$ cat src/verilog/pbsp_pkg.sv
package pbsp_pkg;

   // ==========================================================
   // Widths
   localparam int ADDR_W  = 32;
   localparam int DATA_W  = 32;
   localparam int LANES   = 4;
   localparam int LEN_W   = 10;
   localparam int RXD_W   = 4;

   // ==========================================================
   // Reset and idle values
   localparam logic [ADDR_W-1:0] ADDR_ZERO     = 32'h0000_0000;
   localparam logic [DATA_W-1:0] DATA_ZERO     = 32'h0000_0000;
   localparam logic [LANES-1:0]  LANES_ALL     = 4'hf;
   localparam logic [LANES-1:0]  LANES_NONE    = 4'h0;
   localparam logic [LEN_W-1:0]  LEN_ZERO      = 10'h000;
   localparam logic              CLK_PE_N_RST  = 1'h1;
   localparam logic [RXD_W-1:0]  RXD_PE_ON     = 4'h0;
   localparam logic [RXD_W-1:0]  RXD_PE_OFF    = 4'hf;

   // ==========================================================
   // Types
   typedef enum logic [1:0] {
      PBSP_IDLE,
      PBSP_PEND,
      PBSP_DRAIN
   } pbsp_state_t;

   typedef struct packed {
      logic [ADDR_W-1:0] addr;
      logic [DATA_W-1:0] wdata;
      logic [LANES-1:0]  lanes;
      logic              read;
      logic              full_word;
      logic [LEN_W-1:0]  remaining;
      logic              to_local;
      logic              to_remote;
   } pbsp_req_t;

   localparam pbsp_req_t REQ_ZERO = '{
      addr: ADDR_ZERO, wdata: DATA_ZERO, lanes: LANES_NONE,
      read: 1'h0, full_word: 1'h0, remaining: LEN_ZERO,
      to_local: 1'h0, to_remote: 1'h0};

endpackage : pbsp_pkg

$ cat src/verilog/pbsp_slave_port.sv
`timescale 1ns/1ns
// Notes on behaviour
// - Clock pullup enable low when remote end drives clock, else high.
// - Pullup-disable control forces clock pullup enable high.
// - Receive pullup enables low until link is up, then high.
// - Busy is high while any transfer is pending or running.
// - Write data comes from the 32-bit write data bus.
// - Byte enable i validates bits 7+8i..8i; only those lanes used when the lane qualifier is set.
// - Unaligned multi-byte accesses in one transfer are accepted.
// - Request inputs count only while select is high.
// - With lane qualifier, exactly the flagged lanes are transferred.
// - Direction high means read, low means write.
module pbsp_slave_port (
   input  wire logic                              clk,
   input  wire logic                              sys_rst,
   input  wire logic                              remote_drives_clock,
   input  wire logic                              clock_pullup_disable,
   input  wire logic                              link_established,
   input  wire logic [pbsp_pkg::ADDR_W-1:0]       host_address_bus,
   input  wire logic [pbsp_pkg::DATA_W-1:0]       host_write_data_bus,
   input  wire logic [pbsp_pkg::LANES-1:0]        host_byte_lane_enables,
   input  wire logic                              host_transfer_select,
   input  wire logic                              host_lane_transfer_qualifier,
   input  wire logic                              host_full_word_qualifier,
   input  wire logic                              host_read_direction,
   input  wire logic [pbsp_pkg::LEN_W-1:0]        host_packet_remaining_bytes,
   input  wire logic                              target_local_registers,
   input  wire logic                              target_remote_link,
   output logic                                   serial_clock_pullup_enable_n,
   output logic [pbsp_pkg::RXD_W-1:0]             receive_lane_pullup_enable_n,
   output logic                                   host_bus_busy,
   output logic                                   req_valid,
   output pbsp_pkg::pbsp_req_t                    req_out,
   input  wire logic                              req_done,
   output logic                                   xfer_complete
);

   // ==========================================================
   // State
   pbsp_pkg::pbsp_state_t state_reg;
   pbsp_pkg::pbsp_state_t state_next;
   pbsp_pkg::pbsp_req_t   req_reg;
   pbsp_pkg::pbsp_req_t   req_next;
   logic                  clk_pe_n_reg;
   logic [pbsp_pkg::RXD_W-1:0] rxd_pe_n_reg;
   logic                  done_reg;

   // ==========================================================
   // Decode
   wire logic                        take_req;
   wire logic [pbsp_pkg::LANES-1:0]  eff_lanes;
   wire logic [pbsp_pkg::DATA_W-1:0] lane_mask;
   wire logic                        clk_pe_n_next;
   wire logic [pbsp_pkg::RXD_W-1:0]  rxd_pe_n_next;

   // Inputs are looked at only in idle with select high
   assign take_req = (state_reg == pbsp_pkg::PBSP_IDLE)
                     && host_transfer_select;

   // Full word without lane qualifier means all four lanes
   assign eff_lanes = host_lane_transfer_qualifier
                      ? host_byte_lane_enables
                      : (host_full_word_qualifier ? pbsp_pkg::LANES_ALL
                                                  : pbsp_pkg::LANES_NONE);

   // Any lane pattern goes, so unaligned spans pass as one transfer
   assign lane_mask = {{8{eff_lanes[3]}}, {8{eff_lanes[2]}},
                       {8{eff_lanes[1]}}, {8{eff_lanes[0]}}};

   assign clk_pe_n_next = clock_pullup_disable
                          || !remote_drives_clock;
   assign rxd_pe_n_next = link_established ? pbsp_pkg::RXD_PE_OFF
                                           : pbsp_pkg::RXD_PE_ON;

   always_comb begin
      req_next = req_reg;
      if (take_req) begin
         req_next.addr      = host_address_bus;
         // Read data never comes from the write bus
         req_next.wdata     = host_read_direction ? pbsp_pkg::DATA_ZERO
                              : (host_write_data_bus & lane_mask);
         req_next.lanes     = eff_lanes;
         req_next.read      = host_read_direction;
         req_next.full_word = host_full_word_qualifier;
         req_next.remaining = host_packet_remaining_bytes;
         req_next.to_local  = target_local_registers;
         req_next.to_remote = target_remote_link;
      end
   end

   always_comb begin
      state_next = state_reg;
      unique case (state_reg)
         pbsp_pkg::PBSP_IDLE: begin
            if (take_req) begin
               state_next = pbsp_pkg::PBSP_PEND;
            end
         end
         pbsp_pkg::PBSP_PEND: begin
            if (req_done) begin
               state_next = pbsp_pkg::PBSP_DRAIN;
            end
         end
         // Select stays up until completion; wait for it to fall
         pbsp_pkg::PBSP_DRAIN: begin
            if (!host_transfer_select) begin
               state_next = pbsp_pkg::PBSP_IDLE;
            end
         end
      endcase
   end

   // ==========================================================
   // Registers
   always_ff @(posedge clk or posedge sys_rst) begin
      if (sys_rst) begin
         state_reg    <= pbsp_pkg::PBSP_IDLE;
         req_reg      <= pbsp_pkg::REQ_ZERO;
         clk_pe_n_reg <= pbsp_pkg::CLK_PE_N_RST;
         rxd_pe_n_reg <= pbsp_pkg::RXD_PE_ON;
         done_reg     <= 1'h0;
      end else begin
         state_reg    <= state_next;
         req_reg      <= req_next;
         clk_pe_n_reg <= clk_pe_n_next;
         rxd_pe_n_reg <= rxd_pe_n_next;
         done_reg     <= (state_reg == pbsp_pkg::PBSP_PEND) && req_done;
      end
   end

   // ==========================================================
   // Outputs
   assign serial_clock_pullup_enable_n = clk_pe_n_reg;
   assign receive_lane_pullup_enable_n = rxd_pe_n_reg;
   // Combinational so a fresh select shows busy at once
   assign host_bus_busy = host_transfer_select
                          || (state_reg != pbsp_pkg::PBSP_IDLE);
   assign req_valid     = (state_reg == pbsp_pkg::PBSP_PEND);
   assign req_out       = req_reg;
   assign xfer_complete = done_reg;
endmodule : pbsp_slave_port
$ cat config.mk
export PLATFORM = sky130hd
export DESIGN_NAME = pbsp_slave_port
export DESIGN_NICKNAME = d
export VERILOG_FILES = /design/src/verilog/pbsp_pkg.sv /design/src/verilog/pbsp_slave_port.sv
export SDC_FILE = /design/constraint.sdc
export NUM_CORES = 1
export LEC_CHECK = 0
export BUFFER_PORTS_ARGS = -buffer_cell sky130_fd_sc_hd__buf_2
export CORE_MARGIN = 2
export CORE_UTILIZATION = 45
export DETAILED_ROUTE_END_ITERATION = 16
export PLACE_DENSITY = 0.8
export SYNTH_ARGS = -nofsm -noshare
export SYNTH_HDL_FRONTEND = slang
export SYNTH_SLANG_ARGS = --single-unit
$ cat constraint.sdc
create_clock -name clk -period 7.2 [get_ports clk]
set_input_delay 0.36 -clock clk [delete_from_list [all_inputs] [get_ports clk]]
set_output_delay 0.36 -clock clk [all_outputs]
set_load 0.05 [all_outputs]
# Word-level counts from Yosys, hierarchy flattened
# Cells that the tools add are included.
[op_classes]
eq_ne = 5
muxes = 8
bitwise = 1
reduce_logical = 8
[op_table]
columns = ["cell", "count"]
rows = [
  ["$and 32x32->32", 1],
  ["$mux 32", 1],
  ["$mux 4", 3],
  ["$mux 2", 3],
  ["$pmux 2 s3", 1],
  ["$ne 2x2->1 const B", 2],
  ["$reduce_and 3->1", 1],
  ["$eq 2x1->1 const B", 1],
  ["$eq 2x2->1 const B", 1],
  ["$logic_and 1x1->1", 2],
  ["$logic_not 2->1", 1],
  ["$logic_or 1x1->1", 2],
  ["$ne 2x1->1 const B", 1],
  ["$reduce_bool 2->1", 1],
  ["$logic_not 1->1", 1],
]
[word_totals]
regBits = 90
in_bits = 90
out_inout_bits = 90

# Depth between registers and ports, before layout
# Gate-level depths: netlist of the first run.
[logic_depth]
word_depth = 4
depth_mapped = 7
ltp_nobuf = 5

# Least setup slack after synthesis of the first run
# Ideal clock, no wire load.
[synth_timing]
path_type = "register -> register"
from = "reg state_reg[1]"
to = "reg state_reg[0]"
setup_time_ns = 0.079
t_arrival_ns = 1.416
setup_slack_ns = 5.704
stages_incl_launch_ff = 6
n_path_buf = 0
synth_period_minus_slack_ns = 1.496
path_cell_list = "dfrtp_1 -> inv_1 -> ha_1 -> inv_1 -> o21ai_0 -> mux2i_1"
[synth_between]
elab_cells_between_ends = 9
[synth_lines]
columns = ["item", "line", "rtl"]
rows = [
  ["start: declaration", "pbsp_slave_port.sv:40", "pbsp_pkg::pbsp_state_t state_reg;"],
  ["start signal: assignment", "pbsp_slave_port.sv:117", "state_reg <= pbsp_pkg::PBSP_IDLE;"],
  ["start signal: assignment", "pbsp_slave_port.sv:123", "state_reg <= state_next;"],
  ["$eq 2x1->1 (*)", "-", ""],
  ["net req_valid", "pbsp_slave_port.sv:32", "output logic req_valid,"],
  ["$ne 2x1->1 (no source line)", "-", ""],
  ["$reduce_and 3->1 (no source line)", "-", ""],
]
# Mark *: on every way through the listed nets, which the timed path passes. The rest lies on a longest branch.
# A chain may end at the register's enable or synchronous reset.

# Worst setup path after layout of the first run
[layout_timing]
from = "reg state_reg[0]"
to = "reg req_reg, in the netlist req_out[35]"
[layout_between]
elab_chain_len = 2
[layout_lines]
columns = ["item", "line", "rtl"]
rows = [
  ["$logic_not 2->1", "pbsp_slave_port.sv:57", "assign take_req = (state_reg == pbsp_pkg::PBSP_IDLE)"],
  ["$logic_and 1x1->1", "pbsp_slave_port.sv:58", "&& host_transfer_select;"],
  ["end signal: assignment", "pbsp_slave_port.sv:118", "req_reg <= pbsp_pkg::REQ_ZERO;"],
  ["end signal: assignment", "pbsp_slave_port.sv:124", "req_reg <= req_next;"],
  ["end: declaration", "pbsp_slave_port.sv:42", "pbsp_pkg::pbsp_req_t req_reg;"],
]
# Every way passes these cells.

==> reports/qor.log, run 1 <==
[timing] final worst path period share 0.303
[layout] storage element area 0.00218 sq mm
[global_route] initial antenna violation count 0
[critical_path] crit end category flop
[clock_tree] buffer cell driving the clock tree root sky130_fd_sc_hd__clkbuf_8
[drt] vias post-DR 2406
[floorplanning] I/O pin count 180
[drt] Met2 Routed Length 3740 um
[drt] sum of met3 wire segment lengths after detailed routing 598 um
[layout] layout overhead on the synthesized area 33.1%
[floorplanning] Die Width 90.6 um
[floorplanning] row cnt 31
[layout] area used by multi-input combinational logic 0.00104 sq mm
[layout] final antenna diode count 0
[drt] overall routed net length 7290 um
[timing] setup-violating endpoint count in the final report 0
[logic_synthesis] adder and majority cell fraction of the synthesized area 0.0111
[layout] count of fill cells added during filler insertion 583
[critical_path] startpoint kind of the worst setup timing path flop
[drt] final antenna-violating net count 0
[drt] Avg WL per Cell 14.8 um
[clock_tree] buffer count from post-CTS setup fixing 0
[clock_tree] buffers from clock root to sink, at most 2
[global_route] wire length of the first global-routing pass 11800 um
[power] peak supply drop 254 uV
[logic_synthesis] dominant synthesized flop cell sky130_fd_sc_hd__dfrtp_1
[layout] max FFs per register 82
[floorplanning] initial core utilization 0.465
[clock_tree] Clock transition at path regs 90 ps
[layout] layout cell share with drive strength beyond 1 0.634
[placed_design] DPL Wire Length 5430 um
[placed_design] Routability Congestion 0.730
[timing] final critical path time including I/O delays and setup 2180 ps
[timing] accumulated negative setup slack 0 ps
[timing] clock tree skew after final layout 12.3 ps
[power] relative contribution of sequential cells to total power 0.315
[power] P per Cell Area 574 mW/mm^2
[logic_synthesis] combinational family with the most area after synthesis multiplexers
[logic_synthesis] Yosys cell types 17
[logic_synthesis] leading area contributor after synthesis sky130_fd_sc_hd__dfrtp_1
[logic_synthesis] sequential cell area fraction in the yosys report 0.646
[logic_synthesis] post-synthesis async set-or-reset flop share 1.00
[logic_synthesis] number of register bits inferred by synthesis 87
[logic_synthesis] ranking of synthesized cells by instance count sky130_fd_sc_hd__dfrtp_1, sky130_fd_sc_hd__mux2_2, sky130_fd_sc_hd__a22o_1
[layout] Final nets 481
[clock_tree] CTS Hold Buffers Added 0
[timing] Slew Limit Headroom 0.285
[global_route] total gr overflow 0
[logic_synthesis] leading cell type by number of instances after synthesis sky130_fd_sc_hd__dfrtp_1
[status] status finished, final reports clean
[drt] number of DRC violations after detailed routing 0
[logic_synthesis] compound-gate portion of the synthesized area 0.0935
[logic_synthesis] synthesized netlist cell count 210
[timing] Tightest Pin Transition 1070 ps
[global_route] GRT Resource Usage Total 0.181
[global_route] number of global-route vias before repair 2435
[drt] uppermost metal layer occupied by signal nets met4
[floorplanning] die height 90.6 um
[critical_path] ordered list of cells on the worst path inv_1 -> ha_1 -> nand2_4 -> nor3_4 -> a22o_1
[clock_tree] Clk Latency, worst-skew pair 340 ps
[timing] maximum clock rate 0.458 GHz
[worst_hold_path] Min-Delay Path Class in2reg
[timing] Final Hold Viols 0
[floorplanning] Die Area 0.00820 sq mm
[critical_path] data arrival time of the critical path 2460 ps
[power] switching part of the total power 0.507
[drt] DRT iter0 DRCs 49
[floorplanning] core region area 0.00725 sq mm
[logic_synthesis] mean post-synth cell area 16.1 sq um
[timing] unrepaired setup endpoints after global routing no
[logic_synthesis] top cell type's share of synthesized area 0.638
[critical_path] critical path's top delay family simple AND/OR/NAND/NOR gates
[critical_path] number of buffer and inverter stages on the critical path 1
[timing] post-route setup slack 5020 ps
[clock_tree] H-tree depth reported by CTS 3
[logic_synthesis] Synth Net Count 303
[placed_design] count of buffers from port buffering 179
[logic_synthesis] YS warnings 0
[logic_synthesis] leading cell types by total area after synthesis sky130_fd_sc_hd__dfrtp_1, sky130_fd_sc_hd__mux2_2, sky130_fd_sc_hd__a22o_1
[clock_tree] post-cts gate resize count 0
[timing] final hold slack 117 ps
[power] relative contribution of the clock network to total power 0.145
[power] power dissipated by switching net loads 1.31 mW
[power] Internal Pwr Total 1.27 mW
[logic_synthesis] count of flip-flops with a built-in enable after synthesis 0
[logic_synthesis] share of cell area taken by muxes after synthesis 0.171
[power] PnR Total Power 2.58 mW
[drt] router iterations before antenna repair 4
[power] LEAKAGE 2.38 nW
[logic_synthesis] Simple-Gate Fraction of Synth Area 0.0326
[critical_path] slowest stage cell on the critical path sky130_fd_sc_hd__nand2_4
[logic_synthesis] mapped cell area 0.00337 sq mm
[run] max-capacitance violation count 0
[critical_path] peak per-stage delay on the critical path 580 ps
[clock_tree] Inserted Clock Buffers 9
[drt] met1 wire length 2860 um
[global_route] largest net degree at the start of global routing 91
[critical_path] top fanout value on the critical path 90
[clock_tree] clock tree from TritonCTS done
[timing] Max Transition Viols Final 0
[power] Comb pwr share 0.539
[critical_path] category of the critical setup timing path reg2reg
[placed_design] Setup Slack @ Placement 4990 ps
[logic_synthesis] share of the synthesized netlist area taken by xor and xnor gates 0
[clock_tree] number of clock sinks seen by CTS 87
[critical_path] required time worst endpoint 7480 ps
[drt] vias per cell 4.89
worst paths after layout:
path | startpoint | endpoint | slack [ps] | depth (start not counted)
setup reg to reg | state_reg[0] | req_out[35] | 5020 | 5
min in group asynchronous | sys_rst | req_out[47] | 330 | 3
setup / recovery | state_reg[0] | req_out[35] | 5020 | 5
hold reg to reg | req_out[17] | req_out[17] | 480 | 2
max in group asynchronous | sys_rst | state_reg[0] | 6210 | 3
hold / removal | link_established | receive_lane_pullup_enable_n[2] | 120 | 1
metrics by stage:
stage               cell area [sq um]  utilization  cells
finish                           4490        0.619    492
global route                     4490        0.619    492
CTS                              4490        0.619    492
detailed placement               4260        0.588    476
global placement                 4260        0.588    476
floorplan                        3370            -    210
metal layers:
layer,vias up,global-route usage
li1,1116,-
met2,116,0.311
met4,0,0.0692
met1,1163,0.221
met5,-,0
met3,11,0.0451
placed cells by master, fill, tap and decap left out:
cell                           n
sky130_fd_sc_hd__a21oi_1       2
sky130_fd_sc_hd__a22o_1       32
sky130_fd_sc_hd__and2_1        1
sky130_fd_sc_hd__buf_2       179
sky130_fd_sc_hd__buf_4         1
sky130_fd_sc_hd__bufinv_16     2
sky130_fd_sc_hd__clkbuf_8      9
sky130_fd_sc_hd__clkinv_2      1
sky130_fd_sc_hd__clkinvlp_4    3
sky130_fd_sc_hd__dfrtp_1      86
sky130_fd_sc_hd__dfstp_2       1
sky130_fd_sc_hd__ha_1          3
sky130_fd_sc_hd__inv_1         3
sky130_fd_sc_hd__inv_6         1
sky130_fd_sc_hd__inv_8         1
sky130_fd_sc_hd__mux2_2       46
sky130_fd_sc_hd__mux2i_1       6
sky130_fd_sc_hd__nand2_1       4
sky130_fd_sc_hd__nand2_4       1
sky130_fd_sc_hd__nand2b_1      2
sky130_fd_sc_hd__nor3_4        4
sky130_fd_sc_hd__o21ai_0       5
logic make-up (layout without fill, tap and decap cells):
kind of cell / count (synthesis) / count (layout)
AND/OR/NAND/NOR: 12 / 12
adder cells (fa/ha/maj): 3 / 3
multiplexers: 52 / 52
flip-flops: 87 / 87
buffers and inverters: 17 / 200
AO/OA/AOI/OAI: 39 / 39
final cells by class:
class	instances	share of cell area
inverter	4	0.00362
clock inverter	7	0.0229
clock buffer	9	0.0276
timing repair buffer	180	0.201
multi-input combinational	106	0.232
tap	99	0.0276
sequential	87	0.485
power groups by stage:
stage / logic (mW) / registers (mW) / clock network, mW
final: 1.39 / 0.813 / 0.374
after global routing: 1.45 / 0.840 / 0.408
after CTS: 1.40 / 0.815 / 0.385
after detailed placement: 1.40 / 0.823 / 0
after global placement: 1.38 / 0.813 / 0
after floorplan: 0.365 / 1.57 / 0
(Power assumes the default switching activity.)
==> run 2, diff against run 1 <==
ABC_AREA = 1   (was unset)
PLACE_DENSITY = 0.79   (was 0.8)
clock period = 2.2 ns   (was 7.2 ns; I/O delays follow)
==> reports/qor.log, run 2 <==
[status] status complete, but fails checks [was finished, final reports clean]
[status] violated checks negative hold slack
[critical_path] crit end category flop [unchanged]
[logic_synthesis] synthesized netlist cell count 388 [was 210]
[logic_synthesis] ranking of synthesized cells by instance count sky130_fd_sc_hd__nand2_1, sky130_fd_sc_hd__dfrtp_1, sky130_fd_sc_hd__nand3_1 [was sky130_fd_sc_hd__dfrtp_1, sky130_fd_sc_hd__mux2_2, sky130_fd_sc_hd__a22o_1]
[critical_path] category of the critical setup timing path reg2reg [unchanged]
[clock_tree] buffer count from post-CTS setup fixing 0 [unchanged]
[drt] met1 wire length 4060 um [was 2860 um]
[worst_hold_path] endpoint of the worst hold-timing path req_out[26] [was receive_lane_pullup_enable_n[2]]
[power] Comb pwr share 0.530 [was 0.539]
[critical_path] critical path's top delay family buffers and inverters [was simple AND/OR/NAND/NOR gates]
[critical_path] cell seen most often among critical-path stages sky130_fd_sc_hd__nand2_1
[power] power dissipated by switching net loads 4.29 mW [was 1.31 mW]
[drt] vias post-DR 3463 [was 2406]
[timing] clock tree skew after final layout 6.75 ps [was 12.3 ps]
[power] LEAKAGE 3.15 nW [was 2.38 nW]
[critical_path] required time worst endpoint 2420 ps [was 7480 ps]
[layout] layout overhead on the synthesized area 53.6% [was 33.1%]
[logic_synthesis] leading cell type by number of instances after synthesis sky130_fd_sc_hd__nand2_1 [was sky130_fd_sc_hd__dfrtp_1]
[global_route] GRT Resource Usage Total 0.240 [was 0.181]
[logic_synthesis] mean post-synth cell area 9.02 sq um [was 16.1 sq um]
[critical_path] peak per-stage delay on the critical path 390 ps [was 580 ps]
[critical_path] top fanout value on the critical path 82 [was 90]
[timing] Slew Limit Headroom 0.700 [was 0.285]
[timing] Max Transition Viols Final 0 [unchanged]
[critical_path] data arrival time of the critical path 1900 ps [was 2460 ps]
[power] P per Cell Area 1520 mW/mm^2 [was 574 mW/mm^2]
[power] switching part of the total power 0.523 [was 0.507]
[critical_path] ordered list of cells on the worst path inv_1 -> ha_1 -> nand2_2 -> buf_12 -> inv_6 -> nand2_1 -> nand2_1 [was inv_1 -> ha_1 -> nand2_4 -> nor3_4 -> a22o_1]
[global_route] number of global-route vias before repair 3525 [was 2435]
[logic_synthesis] Synth Net Count 481 [was 303]
[timing] Final Hold Viols 1 [was 0]
[clock_tree] Clk Latency, worst-skew pair 340 ps [about the same]
[power] relative contribution of sequential cells to total power 0.316 [was 0.315]
[layout] most frequent standard cell in the layout excluding fill and tap cells sky130_fd_sc_hd__nand2_1 [was sky130_fd_sc_hd__buf_2]
[timing] accumulated negative setup slack 0 ps [unchanged]
[timing] Tightest Pin Transition 448 ps [was 1070 ps]
[critical_path] number of buffer and inverter stages on the critical path 3 [was 1]
[power] relative contribution of the clock network to total power 0.154 [was 0.145]
[worst_hold_path] Min-Delay Path Class in2reg [unchanged]
[floorplanning] Die Area 0.00850 sq mm [was 0.00820 sq mm]
[timing] final hold slack -3.10 ps [was 117 ps]
[logic_synthesis] leading cell types by total area after synthesis sky130_fd_sc_hd__dfrtp_1, sky130_fd_sc_hd__nand2_1, sky130_fd_sc_hd__nand3_1 [was sky130_fd_sc_hd__dfrtp_1, sky130_fd_sc_hd__mux2_2, sky130_fd_sc_hd__a22o_1]
[layout] Final nets 726 [was 481]
[drt] sum of met3 wire segment lengths after detailed routing 656 um [was 598 um]
[clock_tree] buffer cell driving the clock tree root sky130_fd_sc_hd__clkbuf_8 [unchanged]
[floorplanning] initial core utilization 0.457 [was 0.465]
[logic_synthesis] Yosys cell types 15 [was 17]
[timing] post-route setup slack 520 ps [was 5020 ps]
[layout] max FFs per register 82 [unchanged]
[clock_tree] buffers from clock root to sink, at most 2 [unchanged]
[critical_path] slowest stage cell on the critical path sky130_fd_sc_hd__dfrtp_1 [was sky130_fd_sc_hd__nand2_4]
[placed_design] DPL Wire Length 6170 um [was 5430 um]
[timing] final critical path time including I/O delays and setup 1680 ps [was 2180 ps]
[drt] Met2 Routed Length 5040 um [was 3740 um]
[logic_synthesis] number of register bits inferred by synthesis 87 [unchanged]
[global_route] wire length of the first global-routing pass 16100 um [was 11800 um]
[layout] final antenna diode count 0 [unchanged]
[timing] setup-violating endpoint count in the final report 0 [unchanged]
[global_route] total gr overflow 0 [unchanged]
[timing] maximum clock rate 0.595 GHz [was 0.458 GHz]
[clock_tree] H-tree depth reported by CTS 3 [unchanged]
[logic_synthesis] mapped cell area 0.00350 sq mm [was 0.00337 sq mm]
[layout] layout cell share with drive strength beyond 1 0.324 [was 0.634]
[drt] router iterations before antenna repair 4 [unchanged]
[drt] overall routed net length 10100 um [was 7290 um]
[critical_path] terminus of the critical flop-to-flop path req_out[77] [was req_out[35]]
[clock_tree] clock tree from TritonCTS done [unchanged]
[logic_synthesis] count of flip-flops with a built-in enable after synthesis 0 [unchanged]
[logic_synthesis] YS warnings 0 [unchanged]
[clock_tree] Inserted Clock Buffers 9 [unchanged]
[placed_design] Routability Congestion 0.752 [was 0.730]
[drt] number of DRC violations after detailed routing 0 [unchanged]
[clock_tree] Clock transition at path regs 80 ps [was 90 ps]
[logic_synthesis] top cell type's share of synthesized area 0.615 [was 0.638]
[logic_synthesis] leading area contributor after synthesis sky130_fd_sc_hd__dfrtp_1 [unchanged]
[floorplanning] die height 92.2 um [was 90.6 um]
[logic_synthesis] dominant synthesized flop cell sky130_fd_sc_hd__dfrtp_1 [unchanged]
[drt] vias per cell 4.68 [was 4.89]
[critical_path] minimum setup slack among reg-to-reg paths 520 ps [was 5020 ps]
[placed_design] Setup Slack @ Placement 515 ps [was 4990 ps]
[run] max-capacitance violation count 0 [unchanged]
[clock_tree] post-cts gate resize count 0 [unchanged]
[layout] commonest non-fill, non-tap cells in the layout sky130_fd_sc_hd__nand2_1, sky130_fd_sc_hd__buf_2, sky130_fd_sc_hd__dfrtp_1, sky130_fd_sc_hd__dlygate4sd3_1, sky130_fd_sc_hd__nand3_1 [was sky130_fd_sc_hd__buf_2, sky130_fd_sc_hd__dfrtp_1, sky130_fd_sc_hd__mux2_2, sky130_fd_sc_hd__a22o_1, sky130_fd_sc_hd__clkbuf_8]
[global_route] initial antenna violation count 0 [unchanged]
[worst_hold_path] Hold Path Stages 3 [was 1]
[clock_tree] CTS Hold Buffers Added 72 [was 0]
[drt] uppermost metal layer occupied by signal nets met4 [unchanged]
[power] peak supply drop 939 uV [was 254 uV]
[critical_path] number of cells on the worst reg-to-reg path 7 [was 5]
[critical_path] Worst R2R Start state_reg[0] [unchanged]
[global_route] largest net degree at the start of global routing 88 [was 91]
[floorplanning] I/O pin count 180 [unchanged]
[power] Internal Pwr Total 3.90 mW [was 1.27 mW]
[logic_synthesis] sequential cell area fraction in the yosys report 0.623 [was 0.646]
[timing] unrepaired setup endpoints after global routing no [unchanged]
[drt] DRT iter0 DRCs 131 [was 49]
[timing] final worst path period share 0.764 [was 0.303]
[drt] Avg WL per Cell 13.6 um [was 14.8 um]
[floorplanning] Die Width 92.2 um [was 90.6 um]
[logic_synthesis] post-synthesis async set-or-reset flop share 1.00 [unchanged]
[worst_hold_path] launch instance of the worst min-delay path host_write_data_bus[8] [was link_established]
[critical_path] startpoint kind of the worst setup timing path flop [unchanged]
[clock_tree] number of clock sinks seen by CTS 87 [unchanged]
[floorplanning] row cnt 32 [was 31]
[floorplanning] core region area 0.00765 sq mm [was 0.00725 sq mm]
[drt] final antenna-violating net count 0 [unchanged]
[placed_design] count of buffers from port buffering 179 [unchanged]
[critical_path] WP depth 7 [was 5]
run 2: cell count changes in the layout (fill, tap and decap cells not counted), moves of 3 or more:
| cell | before | now |
|---|---|---|
| sky130_fd_sc_hd__mux2i_1 | 6 | 0 |
| sky130_fd_sc_hd__mux2_2 | 46 | 0 |
| sky130_fd_sc_hd__inv_1 | 3 | 8 |
| sky130_fd_sc_hd__nand2_1 | 4 | 225 |
| sky130_fd_sc_hd__a22o_1 | 32 | 0 |
| sky130_fd_sc_hd__dlygate4sd3_1 | 0 | 72 |
| sky130_fd_sc_hd__nand3_1 | 0 | 34 |
| sky130_fd_sc_hd__buf_12 | 0 | 3 |
| sky130_fd_sc_hd__nand2_2 | 0 | 5 |
| sky130_fd_sc_hd__nor3_4 | 4 | 0 |
| sky130_fd_sc_hd__o21ai_0 | 5 | 0 |
run 2: how the worst max path moves through the flow:
| stage | slack (ps) | endpoint | start |
|---|---|---|---|
| 3_5_place_dp | 520 | req_out[80] | state_reg[0] |
| 4_1_cts | 490 | req_out[80] | state_reg[0] |
| 5_1_grt | 380 | req_out[77] | state_reg[0] |
| 6_report | 520 | req_out[77] | state_reg[0] |
| 3_3_place_gp | 590 | req_out[13] | state_reg[0] |
| 2_1_floorplan | 790 | state_reg[1] | state_reg[0] |
run 2: routing by layer:
metal	vias up	GRT usage
met5	-	0
met4	0	0.112
met3	33	0.0468
met2	154	0.426
met1	1602	0.279
li1	1674	-
run 2: layout make-up:
class / instances / area [sq um]
multi-input combinational: 271 / 1110
clock buffer: 12 / 155
inverter: 10 / 46.3
timing repair buffer: 254 / 1680
tap: 102 / 128
sequential: 87 / 2180
clock inverter: 4 / 77.6
fill: 566 / 2270
run 2: kinds of logic (layout without fill, tap and decap cells):
group | after synthesis | after routing | share of synthesized area
and+or+nand+nor | 268 | 268 | 0.307
buffers and inverters | 30 | 280 | 0.0597
adders and majority gates | 3 | 3 | 0.0107
DFF | 87 | 87 | 0.623
run 2: metrics by stage:
step / total power, mW / cells / util / instance area [sq um]
2_1_floorplan: 5.85 / 388 / - / 3500
3_5_place_dp: 6.82 / 652 / 0.578 / 4420
5_1_grt: 8.60 / 740 / 0.703 / 5370
4_1_cts: 8.19 / 740 / 0.703 / 5370
3_3_place_gp: 6.71 / 652 / 0.578 / 4420
6_report: 8.19 / 740 / 0.703 / 5370
run 2: worst register-to-register path, stage by stage (launching register included):
cell                      delay (ps)
sky130_fd_sc_hd__dfrtp_1         390
sky130_fd_sc_hd__inv_1            70
sky130_fd_sc_hd__ha_1            220
sky130_fd_sc_hd__nand2_2         120
sky130_fd_sc_hd__buf_12          310
sky130_fd_sc_hd__inv_6           210
sky130_fd_sc_hd__nand2_1         160
sky130_fd_sc_hd__nand2_1          80
run 2: power groups by stage:
stage	Sequential, mW	Clock (mW)	Combinational (mW)
6_report	2.59	1.26	4.34
5_1_grt	2.67	1.35	4.59
4_1_cts	2.58	1.28	4.32
3_5_place_dp	2.60	0	4.22
3_3_place_gp	2.58	0	4.13
2_1_floorplan	4.77	0	1.08
==> run 3, diff against run 2 <==
ABC_AREA = 0   (was 1)
CORE_UTILIZATION = 40   (was 45)
PLACE_DENSITY = 0.75   (was 0.79)
clock period = 1.38 ns   (was 2.2 ns; I/O delays follow)
==> reports/qor.log, run 3 (synthesis gave the netlist of run 1 again) <==
[timing] Max Transition Viols Final 0 [unchanged]
[timing] setup-violating endpoint count in the final report 21 [was 0]
[timing] unrepaired setup endpoints after global routing yes [was no]
[status] violated checks negative setup slack [was negative hold slack]
[timing] Final Hold Viols 0 [was 1]
[floorplanning] Die Width 95.8 um [was 92.2 um]
[clock_tree] Clk Latency, worst-skew pair 340 ps [about the same]
[placed_design] Setup Slack @ Placement -90.9 ps [was 515 ps]
[run] max-capacitance violation count 0 [unchanged]
[layout] Final Cell Area 0.00563 sq mm [was 0.00537 sq mm]
[layout] count of fill cells added during filler insertion 577 [was 566]
[layout] final cell count without fillers 598 [was 740]
[worst_hold_path] Min-Delay Path Class in2reg [unchanged]
[drt] DRT iter0 DRCs 76 [was 131]
[timing] accumulated negative setup slack -251 ps [was 0 ps]
[timing] Tightest Pin Transition 453 ps [was 448 ps]
[critical_path] peak per-stage delay on the critical path 380 ps [was 390 ps]
[layout] layout cell share with drive strength beyond 1 0.552 [was 0.324]
[clock_tree] number of clock sinks seen by CTS 87 [unchanged]
[clock_tree] buffers from clock root to sink, at most 2 [unchanged]
[power] peak supply drop 1420 uV [was 939 uV]
[clock_tree] clock tree from TritonCTS done [unchanged]
[floorplanning] Die Area 0.00918 sq mm [was 0.00850 sq mm]
[floorplanning] initial core utilization 0.413 [was 0.457]
[timing] Slew Limit Headroom 0.698 [was 0.700]
[critical_path] crit end category flop [unchanged]
[critical_path] number of buffer and inverter stages on the critical path 2 [was 3]
[power] P per Cell Area 2520 mW/mm^2 [was 1520 mW/mm^2]
[placed_design] post-placement cell area 0.00447 sq mm [was 0.00442 sq mm]
[global_route] total gr overflow 0 [unchanged]
[placed_design] cell count after placement 494 [was 652]
[drt] final antenna-violating net count 0 [unchanged]
[drt] router iterations before antenna repair 4 [unchanged]
[critical_path] top fanout value on the critical path 12 [was 82]
[floorplanning] die height 95.8 um [was 92.2 um]
[timing] final critical path time including I/O delays and setup 1410 ps [was 1680 ps]
[power] PnR Total Power 14.2 mW [was 8.19 mW]
[layout] Final nets 581 [was 726]
[global_route] largest net degree at the start of global routing 88 [unchanged]
[floorplanning] core region area 0.00818 sq mm [was 0.00765 sq mm]
[drt] number of DRC violations after detailed routing 0 [unchanged]
[drt] vias per cell 4.71 [was 4.68]
[placed_design] Routability Congestion 0.777 [was 0.752]
[layout] Layout Utilization 0.688 [was 0.703]
[timing] final hold slack 38.6 ps [was -3.10 ps]
[timing] post-route setup slack -28.9 ps [was 520 ps]
[critical_path] slowest stage cell on the critical path sky130_fd_sc_hd__dfrtp_1 [unchanged]
[status] status complete, but fails checks [unchanged]
[placed_design] DPL Wire Length 5650 um [was 6170 um]
[placed_design] count of buffers from port buffering 179 [unchanged]
[floorplanning] I/O pin count 180 [unchanged]
[global_route] initial antenna violation count 0 [unchanged]
[drt] vias post-DR 2814 [was 3463]
[drt] overall routed net length 9590 um [was 10100 um]
[drt] Avg WL per Cell 16.0 um [was 13.6 um]
[clock_tree] H-tree depth reported by CTS 3 [unchanged]
[critical_path] startpoint kind of the worst setup timing path flop [unchanged]
[floorplanning] row cnt 33 [was 32]
[critical_path] required time worst endpoint 1610 ps [was 2420 ps]
[critical_path] category of the critical setup timing path reg2reg [unchanged]
[layout] commonest non-fill, non-tap cells in the layout sky130_fd_sc_hd__buf_2, sky130_fd_sc_hd__dfrtp_1, sky130_fd_sc_hd__dlygate4sd3_1, sky130_fd_sc_hd__mux2_2, sky130_fd_sc_hd__a22o_1 [was sky130_fd_sc_hd__nand2_1, sky130_fd_sc_hd__buf_2, sky130_fd_sc_hd__dfrtp_1, sky130_fd_sc_hd__dlygate4sd3_1, sky130_fd_sc_hd__nand3_1]
[critical_path] critical path's top delay family flip-flops [was buffers and inverters]
[layout] max FFs per register 82 [unchanged]
[global_route] wire length of the first global-routing pass 14000 um [was 16100 um]
[power] LEAKAGE 2.86 nW [was 3.15 nW]
[layout] layout overhead on the synthesized area 66.8% [was 53.6%]
[global_route] number of global-route vias before repair 2916 [was 3525]
[timing] final worst path period share 1.02 [was 0.764]
[critical_path] ordered list of cells on the worst path inv_2 -> ha_4 -> nand2_8 -> clkbuf_16 -> mux2_2 [was inv_1 -> ha_1 -> nand2_2 -> buf_12 -> inv_6 -> nand2_1 -> nand2_1]
[global_route] GRT Resource Usage Total 0.202 [was 0.240]
[layout] final antenna diode count 0 [unchanged]
[layout] most frequent standard cell in the layout excluding fill and tap cells sky130_fd_sc_hd__buf_2 [was sky130_fd_sc_hd__nand2_1]
[clock_tree] buffer cell driving the clock tree root sky130_fd_sc_hd__clkbuf_8 [unchanged]
[clock_tree] Inserted Clock Buffers 9 [unchanged]
[clock_tree] Clock transition at path regs 90 ps [was 80 ps]
[critical_path] data arrival time of the critical path 1640 ps [was 1900 ps]
[timing] maximum clock rate 0.710 GHz [was 0.595 GHz]
[timing] clock tree skew after final layout 6.51 ps [was 6.75 ps]
run 3: cell types whose count changed in the layout (fill, tap and decap cells not counted), sizes merged, moves of 5 or more:
cell	delta
mux2i	+6
inv	-6
o21ai	+5
a22o	+32
buf	+13
dlygate4sd3	+9
nand3	-34
mux2	+46
nand2	-224
run 3: power by group:
| group | switching (mW) | total, mW | internal, mW |
|---|---|---|---|
| clock | 0.865 | 1.75 | 0.884 |
| sequential | 0.588 | 4.27 | 3.68 |
| combinational | 5.63 | 8.15 | 2.52 |
| total | 7.09 | 14.2 | 7.08 |
run 3: cell type report:
class                      instances  area [sq um]  area share
sequential                        87          2180       0.387
timing repair buffer             279          2010       0.358
multi-input combinational        107          1090       0.193
clock buffer                      11           141      0.0251
tap                              105           131      0.0233
clock inverter                     5          57.6      0.0102
inverter                           4          18.8     0.00333
run 3: metal layers:
layer  routed length (um)  vias up  track usage
li1                     -     1312            -
met1                 3640     1349        0.226
met2                 5030      135        0.360
met3                  748       18       0.0595
met4                  172        0       0.0786
met5                    0        -            0
run 3: path summary, 6_finish.rpt:
path | startpoint | to | slack [ps] | cells after the start
worst min-delay path | host_full_word_qualifier | req_out[12] | 40 | 2
min in group asynchronous | sys_rst | req_out[64] | 460 | 4
worst max-delay path | state_reg[1] | req_out[59] | -30 | 5
worst max register to register | state_reg[1] | req_out[59] | -30 | 5
max in group asynchronous | sys_rst | serial_clock_pullup_enable_n | 540 | 4
worst min register to register | req_out[14] | req_out[14] | 480 | 2
run 3: repair_timing:
action,CTS,global route
cloned,1,2
resized for setup,5,4
pin swaps,4,4
setup endpoints to repair,64,76
buffers inserted,4,0
hold buffers,81,0
endpoints found under the hold margin,165,0
